$ cat src/rtl/cir_pkg.sv
// package for the processor interrupt request logic
// assumes a single 10 MHz clock and an AXI4-Lite register path
package cir_pkg;
    localparam int          HW_IRQS      = 6;
    localparam int          SW_IRQS      = 2;
    localparam int          IRQ_BITS     = 8;
    localparam int          SW_LSB       = 8;
    localparam int          HW_LSB       = 10;
    localparam int          HW_MSB       = 15;
    localparam int          MASK_LSB     = 8;
    localparam int          IE_BIT       = 0;
    localparam int          EXL_BIT      = 1;
    localparam int          ERL_BIT      = 2;
    localparam int          CODE_LSB     = 2;
    localparam int          FPU_HW_IDX   = 3;
    localparam int          TIMER_HW_IDX = 5;
    localparam logic [4:0]  CODE_INT     = 5'h00;
    localparam logic [4:0]  CODE_NONE    = 5'h1F;
    localparam logic [3:0]  OFF_STATUS   = 4'h0;
    localparam logic [3:0]  OFF_REASON   = 4'h4;
    localparam logic [3:0]  OFF_RETADDR  = 4'h8;
    localparam logic [3:0]  OFF_ERRADDR  = 4'hC;
    localparam logic [1:0]  RESP_OKAY    = 2'h0;
    localparam logic [1:0]  RESP_SLVERR  = 2'h2;
    localparam logic [31:0] STATUS_RST   = 32'h0000_0000;
    typedef enum logic [1:0] {
        CIR_RUN = 2'b00,
        CIR_EXC = 2'b01,
        CIR_ERR = 2'b11
    } cir_lvl_t;
endpackage

$ cat src/rtl/cir_if.sv
// carrier between the interrupt core and its request gate
// assumes both ends share aclk
`timescale 1ns/10ps
`default_nettype none
interface cir_if;
    logic [7:0] pending;
    logic [7:0] mask;
    logic       enable;
    logic       take;
    modport core (output pending, output mask, output enable, input take);
    modport gate (input pending, input mask, input enable, output take);
endinterface
`default_nettype wire

$ cat src/rtl/cir_gate.sv
// request gate: pending and mask and global enable make the exception
// assumes all inputs synchronous to aclk
`timescale 1ns/10ps
`default_nettype none
module cir_gate (
    input  wire logic aclk,
    input  wire logic aresetn,
    cir_if.gate       g
);
    import cir_pkg::*;
    logic take_next;
    assign take_next = g.enable && |(g.pending & g.mask);
    always_ff @(posedge aclk) begin
        if (!aresetn) begin
            g.take <= 1'b0;
        end else begin
            g.take <= take_next;
        end
    end
    off_when_disabled_a: assert property (
        @(posedge aclk) disable iff (!aresetn)
        !$past(g.enable) |-> !g.take) else $error("take while disabled");
endmodule
`default_nettype wire

$ cat src/rtl/cir_top.sv
// interrupt request logic with AXI4-Lite access to status and reason
// assumes synchronous level requests and one software master
//
// Functional notes
// - six hardware request pins, one per bit
// - timer drives one input when wide_variant is set; two software bits
// - enabled active level raises exception once, then none until a return or a status write clears the level flag
// - global enable zero blocks every exception
// - restore mode re-enables global enable
// - return clears error level flag if set (wide_variant only), else exception level flag
// - one mask bit per request, one enables
// - bits 8,9 software; pending until a reason write clears them
// - pins 0..5 map to bits 10..15
// - on-chip float unit makes pin 3 ignored unless wide_variant is set
// - timer compare drives bit 15 when wide_variant is set, pin 5 otherwise
// - interrupt exception sets interrupt type code
// - reason shows all pending requests
// - reason writes change only software bits
`timescale 1ns/10ps
`default_nettype none
module cir_top (
    input  wire logic        aclk,
    input  wire logic        aresetn,
    input  wire logic [5:0]  irq_line_n,
    input  wire logic        timer_compare,
    input  wire logic        wide_variant,
    input  wire logic        float_unit_onchip,
    input  wire logic        exc_return,
    input  wire logic [31:0] exc_pc,
    input  wire logic [3:0]  s_axi_awaddr,
    input  wire logic        s_axi_awvalid,
    output logic             s_axi_awready,
    input  wire logic [31:0] s_axi_wdata,
    input  wire logic [3:0]  s_axi_wstrb,
    input  wire logic        s_axi_wvalid,
    output logic             s_axi_wready,
    output logic [1:0]       s_axi_bresp,
    output logic             s_axi_bvalid,
    input  wire logic        s_axi_bready,
    input  wire logic [3:0]  s_axi_araddr,
    input  wire logic        s_axi_arvalid,
    output logic             s_axi_arready,
    output logic [31:0]      s_axi_rdata,
    output logic [1:0]       s_axi_rresp,
    output logic             s_axi_rvalid,
    input  wire logic        s_axi_rready,
    output logic             irq_exception,
    output logic [31:0]      return_pc
);
    import cir_pkg::*;

    cir_if ci ();

    logic [31:0] status_reg;
    logic [1:0]  sw_req_reg;
    logic [5:0]  hw_req_reg;
    logic [4:0]  code_reg;
    logic [31:0] retaddr_reg;
    logic [31:0] erraddr_reg;
    logic [31:0] status_next;
    logic        aw_hold_reg;
    logic        w_hold_reg;
    logic [3:0]  awaddr_reg;
    logic [31:0] wdata_reg;
    logic [3:0]  wstrb_reg;

    // request mapping; pins are active low
    logic [5:0] hw_live;
    logic [5:0] pin_gate;
    genvar gi;
    generate
        for (gi = 0; gi < HW_IRQS; gi++) begin : g_map
            if (gi == TIMER_HW_IDX) begin : g_tmr
                assign hw_live[gi] = wide_variant ? timer_compare
                                                  : !irq_line_n[gi];
            end else if (gi == FPU_HW_IDX) begin : g_fpu
                assign pin_gate[gi] = wide_variant || !float_unit_onchip;
                assign hw_live[gi]  = pin_gate[gi] && !irq_line_n[gi];
            end else begin : g_pin
                assign hw_live[gi] = !irq_line_n[gi];
            end
            if (gi != FPU_HW_IDX) begin : g_ng
                assign pin_gate[gi] = 1'b1;
            end
        end
    endgenerate

    // hardware bits unlatched, resampled every cycle
    always_ff @(posedge aclk) begin
        if (!aresetn) begin
            hw_req_reg <= 6'h00;
        end else begin
            hw_req_reg <= hw_live;
        end
    end

    assign ci.pending = {hw_req_reg, sw_req_reg};
    assign ci.mask    = status_reg[MASK_LSB +: IRQ_BITS];
    assign ci.enable  = status_reg[IE_BIT];

    cir_gate u_gate (
        .aclk    (aclk),
        .aresetn (aresetn),
        .g       (ci.gate)
    );

    // AXI write: address and data taken in either order
    wire        aw_ok   = aw_hold_reg || s_axi_awvalid;
    wire        w_ok    = w_hold_reg || s_axi_wvalid;
    wire        do_wr   = aw_ok && w_ok && !s_axi_bvalid;
    wire [3:0]  wr_addr = aw_hold_reg ? awaddr_reg : s_axi_awaddr;
    wire [31:0] wr_data = w_hold_reg ? wdata_reg : s_axi_wdata;
    wire        wr_st   = do_wr && (wr_addr == OFF_STATUS);
    wire        wr_rs   = do_wr && (wr_addr == OFF_REASON);
    wire        wr_hit  = wr_st || wr_rs;
    // held data keeps its own lanes, not whatever the bus shows later
    wire [3:0]  wr_strb = w_hold_reg ? wstrb_reg : s_axi_wstrb;
    wire        wr_b0   = wr_strb[0];
    wire        wr_b1   = wr_strb[1];
    wire [1:0]  lvl     = status_reg[ERL_BIT:EXL_BIT];
    wire        enter   = ci.take && lvl == 2'b00;

    always_comb begin
        status_next = status_reg;
        if (wr_st && wr_b0) begin
            status_next[7:0] = wr_data[7:0];
        end
        if (wr_st && wr_b1) begin
            status_next[15:8] = wr_data[15:8];
        end
        if (enter) begin
            status_next[EXL_BIT] = 1'b1;
            status_next[IE_BIT]  = wide_variant ? status_reg[IE_BIT] : 1'b0;
        end
        if (exc_return) begin
            if (!wide_variant) begin
                status_next[IE_BIT]  = 1'b1;
                // level cleared too, else no later exception is taken
                status_next[EXL_BIT] = 1'b0;
            end else if (status_reg[ERL_BIT]) begin
                status_next[ERL_BIT] = 1'b0;
            end else begin
                status_next[EXL_BIT] = 1'b0;
            end
        end
    end

    always_ff @(posedge aclk) begin
        if (!aresetn) begin
            status_reg <= STATUS_RST;
        end else begin
            status_reg <= status_next;
        end
    end

    // software requests stay set until software clears them
    always_ff @(posedge aclk) begin
        if (!aresetn) begin
            sw_req_reg <= 2'h0;
        end else if (wr_rs && wr_b1) begin
            sw_req_reg <= wr_data[SW_LSB +: SW_IRQS];
        end
    end

    always_ff @(posedge aclk) begin
        if (!aresetn) begin
            code_reg      <= CODE_NONE;
            irq_exception <= 1'b0;
            retaddr_reg   <= 32'h0000_0000;
            erraddr_reg   <= 32'h0000_0000;
            return_pc     <= 32'h0000_0000;
        end else begin
            irq_exception <= enter;
            if (enter) begin
                code_reg    <= CODE_INT;
                retaddr_reg <= exc_pc;
            end
            if (exc_return) begin
                return_pc <= status_reg[ERL_BIT] && wide_variant
                             ? erraddr_reg : retaddr_reg;
            end
        end
    end

    always_ff @(posedge aclk) begin
        if (!aresetn) begin
            aw_hold_reg <= 1'b0;
            w_hold_reg  <= 1'b0;
            awaddr_reg  <= 4'h0;
            wdata_reg   <= 32'h0000_0000;
            wstrb_reg   <= 4'h0;
            s_axi_bvalid <= 1'b0;
            s_axi_bresp  <= RESP_OKAY;
        end else begin
            if (s_axi_awvalid && s_axi_awready) begin
                aw_hold_reg <= !do_wr;
                awaddr_reg  <= s_axi_awaddr;
            end else if (do_wr) begin
                aw_hold_reg <= 1'b0;
            end
            if (s_axi_wvalid && s_axi_wready) begin
                w_hold_reg <= !do_wr;
                wdata_reg  <= s_axi_wdata;
                wstrb_reg  <= s_axi_wstrb;
            end else if (do_wr) begin
                w_hold_reg <= 1'b0;
            end
            if (do_wr) begin
                s_axi_bvalid <= 1'b1;
                s_axi_bresp  <= wr_hit ? RESP_OKAY : RESP_SLVERR;
            end else if (s_axi_bready) begin
                s_axi_bvalid <= 1'b0;
            end
        end
    end

    assign s_axi_awready = !aw_hold_reg && !s_axi_bvalid;
    assign s_axi_wready  = !w_hold_reg && !s_axi_bvalid;

    // AXI read
    wire [31:0] reason_word = {16'h0000, ci.pending,
                               1'b0, code_reg, 2'b00};
    wire [31:0] rd_word =
        (s_axi_araddr == OFF_STATUS)  ? status_reg :
        (s_axi_araddr == OFF_REASON)  ? reason_word :
        (s_axi_araddr == OFF_RETADDR) ? retaddr_reg :
        (s_axi_araddr == OFF_ERRADDR) ? erraddr_reg : 32'h0000_0000;
    wire rd_hit = s_axi_araddr[1:0] == 2'b00;

    always_ff @(posedge aclk) begin
        if (!aresetn) begin
            s_axi_rvalid <= 1'b0;
            s_axi_rdata  <= 32'h0000_0000;
            s_axi_rresp  <= RESP_OKAY;
        end else if (s_axi_arvalid && s_axi_arready) begin
            s_axi_rvalid <= 1'b1;
            s_axi_rdata  <= rd_word;
            s_axi_rresp  <= rd_hit ? RESP_OKAY : RESP_SLVERR;
        end else if (s_axi_rready) begin
            s_axi_rvalid <= 1'b0;
        end
    end

    assign s_axi_arready = !s_axi_rvalid;

    pend_follows_a: assert property (
        @(posedge aclk) disable iff (!aresetn)
        ##1 ci.pending[HW_LSB-SW_LSB +: HW_IRQS] == $past(hw_live))
        else $error("hardware pending not live");
    int_code_a: assert property (
        @(posedge aclk) disable iff (!aresetn)
        irq_exception |-> code_reg == CODE_INT)
        else $error("bad type code");
    restore_ie_a: assert property (
        @(posedge aclk) disable iff (!aresetn)
        exc_return && !wide_variant |=> status_reg[IE_BIT])
        else $error("enable not restored");
    erl_clear_a: assert property (
        @(posedge aclk) disable iff (!aresetn)
        exc_return && wide_variant && status_reg[ERL_BIT]
        |=> !status_reg[ERL_BIT]) else $error("error level kept");
    sw_hold_a: assert property (
        @(posedge aclk) disable iff (!aresetn)
        !(wr_rs && wr_b1) |=> $stable(sw_req_reg))
        else $error("software request changed without write");
    cover property (@(posedge aclk) irq_exception);
    cover property (@(posedge aclk) exc_return && wide_variant);
    cover property (@(posedge aclk) wr_rs);
endmodule
`default_nettype wire

$ cat config.mk
export PLATFORM = sky130hd
export DESIGN_NAME = cir_top
export DESIGN_NICKNAME = d
export VERILOG_FILES = /design/src/rtl/cir_pkg.sv /design/src/rtl/cir_if.sv /design/src/rtl/cir_gate.sv /design/src/rtl/cir_top.sv
export SDC_FILE = /design/constraint.sdc
export NUM_CORES = 1
export LEC_CHECK = 0
export ABC_AREA = 1
export BUFFER_PORTS_ARGS = -buffer_cell sky130_fd_sc_hd__buf_4
export CAP_MARGIN = 20
export CORE_MARGIN = 2
export CORE_UTILIZATION = 56
export DETAILED_ROUTE_END_ITERATION = 10
export PLACE_DENSITY = 0.91
export REMOVE_ABC_BUFFERS = 1
export SKIP_CTS_REPAIR_TIMING = 1
export SLEW_MARGIN = 20
export SYNTH_ARGS = -nofsm -noshare
export SYNTH_HDL_FRONTEND = slang
export SYNTH_HIERARCHICAL = 1
export SYNTH_SLANG_ARGS = --single-unit
$ cat constraint.sdc
create_clock -name aclk -period 2.1 [get_ports aclk]
set_clock_uncertainty 0.05 [all_clocks]
set_input_delay 0.105 -clock aclk [delete_from_list [all_inputs] [get_ports aclk]]
set_output_delay 0.105 -clock aclk [all_outputs]
set_load 0.02 [all_outputs]
## After elaboration in Yosys (flattened, before gate mapping)

Index checks and enable logic that the tools add are counted.

| cells by class | value |
|---|---|
| bitwise gates (word level) | 1 |
| $add $sub $neg | 0 |
| div/mod/pow operators | 0 |
| equality and inequality tests | 3 |
| reduce and logical (&&, ||, !) cells | 41 |
| multiplexer cells | 26 |
| shift operators | 0 |
| $mul | 0 |
| magnitude comparators | 0 |

Operators with widths:

| operator | number |
|---|---|
| 32-bit 2-to-1 mux | 4 |
| 1-bit logical AND | 16 |
| 16-bit 2-to-1 mux | 1 |
| 1-bit 2-to-1 mux | 14 |
| 1-bit zero test | 12 |
| 8-bit bitwise AND | 1 |
| 4-bit by 3-bit == test with 1-bit output, second input constant | 2 |
| 4-bit zero test | 2 |
| 2-bit 2-to-1 mux | 4 |
| 2-bit nonzero test | 4 |
| 8-bit OR reduction | 1 |
| 3-bit 2-to-1 mux | 2 |
| 4-bit == test, second input constant | 1 |
| 2-bit zero test | 2 |
| 1-bit logical OR | 4 |
| 4-bit 2-to-1 mux | 1 |

| storage, ports and cells | value |
|---|---|
| flip-flop bits (word level) | 157 |
| word-level logic and storage cells | 91 |
| memories | 0 |
| RAM bits | 0 |
| bits in latches | 0 |
| ROM bits | 0 |

## Depth between registers and ports, before layout

| logic depth | value |
|---|---|
| depth after elaboration | 10 |
| gate-level depth with buffers | 9 |
| gate-level depth less buffers | 9 |

## Cells and area by module

The synthesis kept the hierarchy.

By module, submodules not included:

| module | cells each | times used | seq. area each (um^2) | area an instance (um^2) |
|---|---|---|---|---|
| cir_top | 756 | 1 | 3002.9 | 5778.0 |
| cir_gate | 17 | 1 | 20.0 | 81.3 |

## Worst setup path after synthesis

No wires, ideal clock.

| path | value |
|---|---|
| kind | reg-to-reg |
| from | register s_axi_rvalid |
| to | register s_axi_rdata[1] |
| setup slack | 0.649 ns |
| period minus slack after synthesis | 1.451 ns |
| path buffers | 1 |
| setup time | 0.117 ns |
| stages on the path, launching flop included | 8 |
| arrival time | 1.284 ns |
| cell sequence | dfxtp_1 inv_1 nand2_1 clkinv_1 clkbuf_1 o21ai_0 o221ai_1 inv_1 |

| between the ends | value |
|---|---|
| longest elaborated chain between the ends | 2 |

RTL lines:

| what | line | text |
|---|---|---|
| start, declared | cir_top.sv:45 | `output logic s_axi_rvalid,` |
| start signal, assigned | cir_top.sv:232 | `s_axi_rvalid <= 1'b0;` |
| start signal, assigned | cir_top.sv:236 | `s_axi_rvalid <= 1'b1;` |
| start signal, assigned | cir_top.sv:240 | `s_axi_rvalid <= 1'b0;` |
| 1-bit zero test | cir_top.sv:244 | `assign s_axi_arready = !s_axi_rvalid;` |
| named net s_axi_arready | cir_top.sv:42 | `output logic s_axi_arready,` |
| 1-bit logical AND | cir_top.sv:235 | `end else if (s_axi_arvalid && s_axi_arready) begin` |
| end signal, assigned | cir_top.sv:237 | `s_axi_rdata <= rd_word;` |
| end, declared | cir_top.sv:43 | `output logic [31:0] s_axi_rdata,` |

The timed path passes the listed nets, and every way through them passes these cells.
A chain may end at the register's enable or synchronous reset.

## Worst setup path in the final report

| path | value |
|---|---|
| from | register aw_hold_reg |
| to | register awaddr_reg[2] |

| between the ends | value |
|---|---|
| longest elaborated chain between the ends | 3 |

RTL lines:

| what | line | text |
|---|---|---|
| start, declared | cir_top.sv:61 | `logic aw_hold_reg;` |
| start signal, assigned | cir_top.sv:196 | `aw_hold_reg <= !do_wr;` |
| 1-bit zero test | cir_top.sv:217 | `assign s_axi_awready = !aw_hold_reg && !s_axi_bvalid;` |
| 1-bit logical AND | cir_top.sv:217 |  |
| 1-bit logical AND | cir_top.sv:195 | `if (s_axi_awvalid && s_axi_awready) begin` |
| end signal, assigned | cir_top.sv:197 | `awaddr_reg <= s_axi_awaddr;` |
| end, declared | cir_top.sv:63 | `logic [3:0] awaddr_reg;` |

Every way passes these cells.

==> results.md <==
- The via count of the first global-routing pass was 5147.
- STA classifies the critical path startpoint as a flip-flop.
- Of the total synthesized cell area, the portion taken by full adders, half adders and majority gates is 0.
- Setup repair after global routing left no endpoint under its margin.
- Compared with the post-synthesis result, the final layout area differs by 41.9%.
- The first global-routing pass estimated 24100 µm of wire.
- The floorplan core area is 10200 µm².
- The number of nets with antenna violations after routing is 0.
- Prior to clock tree synthesis, the placed netlist has a worst setup slack of 340 ps.
- The distinct cell type count of the synthesized netlist is 33.
- The antenna diode count is 0.
- The final setup violation count is 0.
- The leading cell type in the layout, fill and taps excluded is sky130_fd_sc_hd__buf_4.
- The iteration count of the initial detailed-routing pass is 7.
- The power density over cell area is 806 nW/µm².
- The hold violation count in the final report is 0.
- The run finished with clean final reports.
- In the routed layout, each cell is associated on average with a via count of 5.53.
- The row count is 37.
- The starting density of the core is 0.573.
- The slew at the pin with the worst max-slew slack is 662 ps.
- Based on the critical path, the design can be clocked at up to 0.531 GHz.
- The total grt overflow is 0.
- At the later pin of the worst-skew pair, clock insertion delay measures 520 ps.
- The post-route non-filler standard cell count is 1121.
- After synthesis the netlist holds a flip-flop and latch count of 151.
- A synthesized cell averages 7.58 µm².
- The portion of synthesized area spent on multiplexers is 0.
- The number of placed cells counting well taps is 1018.
- From bottom edge to top edge, the die measures 106 µm.
- The average routed wire per standard cell is 15.8 µm.
- The xor-xnor portion of the synthesized cell area is 0.
- The share of synthesized cell area in and, or, nand and nor gates is 0.189.
- Once detailed placement completed, the half-perimeter wirelength came to 10100 µm.
- Counting every instance in the synthesized netlist gives 773.
- For this design the top-level I/O count stands at 167.
- The critical path data required time is 2460 ps.
- The overall via count from detail_route is 6202.
- At the end of the flow, the number of nets in the layout was 1065.
- The cell area after synthesis is 5860 µm².
- The final weighted congestion of routability-driven global placement is 0.814.
- The setup path with the least slack is of type reg -> reg.
- The clock input transition at the sequential cells of the worst setup and hold paths is 70 ps.
- The core occupancy in the finished layout is 0.813.
- The number of clock sinks seen by CTS is 151.
- The largest buffer count on any clock path is 2.
- The number of antenna violations at the first check in global routing is 0.
- The type of the tightest min-delay check is in -> reg.
- Of the available clock period, the critical path in the final layout requires 0.897.
- Summing all placed instances gives a cell area of 7060 µm².
- In the layout the commonest cells are sky130_fd_sc_hd__buf_4, sky130_fd_sc_hd__dfxtp_1, sky130_fd_sc_hd__o21ai_0.
- The number of CTS-inserted buffers is 17.
- The area enclosed by the die boundary is 11300 µm².
- After synthesis, the largest family of logic cells by area is compound AO/OA/AOI/OAI gates.
- The H-tree was split into 4 levels.
- The cell leakage power is 0.00346 µW.
- The die extent in x is 106 µm.
- Of all nets on the critical path, the largest fanout is 7.
- The shortest period the worst path allows is 1880 ps.
- The tree is rooted in a sky130_fd_sc_hd__clkbuf_8.
- The critical path capture point type is a flip-flop.
- The first-iteration detailed-routing DRC count is 531.
- Power comes to 6710 µW.
- During placement, the flow inserted port buffers numbering 146.
- The number of fill cells in the layout is 649.
- The headroom to the max-slew limit is 0.558.
- Entering global routing, the biggest net connects 103 pins.
- The CTS tree is done.
- The maximum VDD drop is 0.000548 V.
- Across the run, the number of max-cap violations was 0.
- The total of warnings raised by yosys is 6.
- The summed area of non-filler cells in the final layout is 8320 µm².
- The residual DRC count is 0.
- The share of the Yosys chip area taken by registers is 0.516.
- The post-synthesis compound-gate area fraction is 0.220.
- Setup slack on the critical path of the routed design comes to 216 ps.
- The overall routing resource usage is 0.267.
- For the worst setup path, the data arrival time is 2240 ps.
- Of the cells placed in the final design, the portion with a size suffix greater than 1 is 0.216.
- The routed design has 17700 µm of wire.
- The number of slew-limit violations in the final report is 0.
path summary, 6_finish.rpt:
| kind | startpoint | end | slack (ps) | cells after the start |
|---|---|---|---|---|
| min | aresetn | code_reg[3] | 50 | 3 |
| max reg2reg | aw_hold_reg | awaddr_reg[2] | 220 | 5 |
| max | aw_hold_reg | awaddr_reg[2] | 220 | 5 |
| min reg2reg | wdata_reg[1] | wdata_reg[1] | 400 | 2 |
final cells by class:
class / instances / area [µm²] / area share
tap: 136 / 170 / 0.0205
clock inverter: 13 / 109 / 0.0131
timing repair buffer: 232 / 1960 / 0.235
sequential: 151 / 3020 / 0.363
clock buffer: 19 / 442 / 0.0531
inverter: 54 / 205 / 0.0247
multi-input combinational: 516 / 2410 / 0.290
per-layer routing:
layer  track usage  wire [µm]
met1         0.333       6850
met3        0.0540       1330
met2         0.457       9060
met5             0          0
met4        0.0968        511
worst max-delay path, cell delays in order, from the launching register on:
cell and delay, ps:
sky130_fd_sc_hd__dfxtp_1 380, sky130_fd_sc_hd__nor2_1 260, sky130_fd_sc_hd__nand2_1 210, sky130_fd_sc_hd__o21ai_0 230, sky130_fd_sc_hd__nor2_1 70, sky130_fd_sc_hd__dlygate4sd3_1 560
kinds of logic (layout without fill, tap and decap cells):
group                  after synthesis  in the layout
AOI/OAI and AO/OA                  250            250
buffers and inverters              107            318
DFF                                151            151
other                                1              2
and+or+nand+nor                    264            264
cells in the mapped netlist (all sizes together):
library cell,n,area share
dfxtp,151,0.52
o21ai,128,0.11
nand2,118,0.079
a21oi,112,0.096
nor2,100,0.067
inv,50,0.032
nand3,42,0.037
clkbuf,38,0.025
buf,15,0.015
a211oi,7,0.0098
clkinv,4,0.0030
nand4,2,0.0032
o221ai,2,0.0030
and2,1,0.0011
and3,1,0.0011
conb,1,0.00064
o21a,1,0.0013
through the flow:
stage	hold slack (ps)	setup TNS (ps)
finish	51.1	0
global route	57.4	0
CTS	-328	0
detailed placement	216	0
global placement	212	0
floorplan	124	-233
where the power goes:
part	leakage (µW)	total (µW)	switching (µW)	internal (µW)
logic	0.00196	858	474	384
clock network	0.000264	2800	1250	1540
registers	0.00123	3050	68.2	2980
total	0.00346	6710	1800	4910
(Power assumes the default switching activity.)
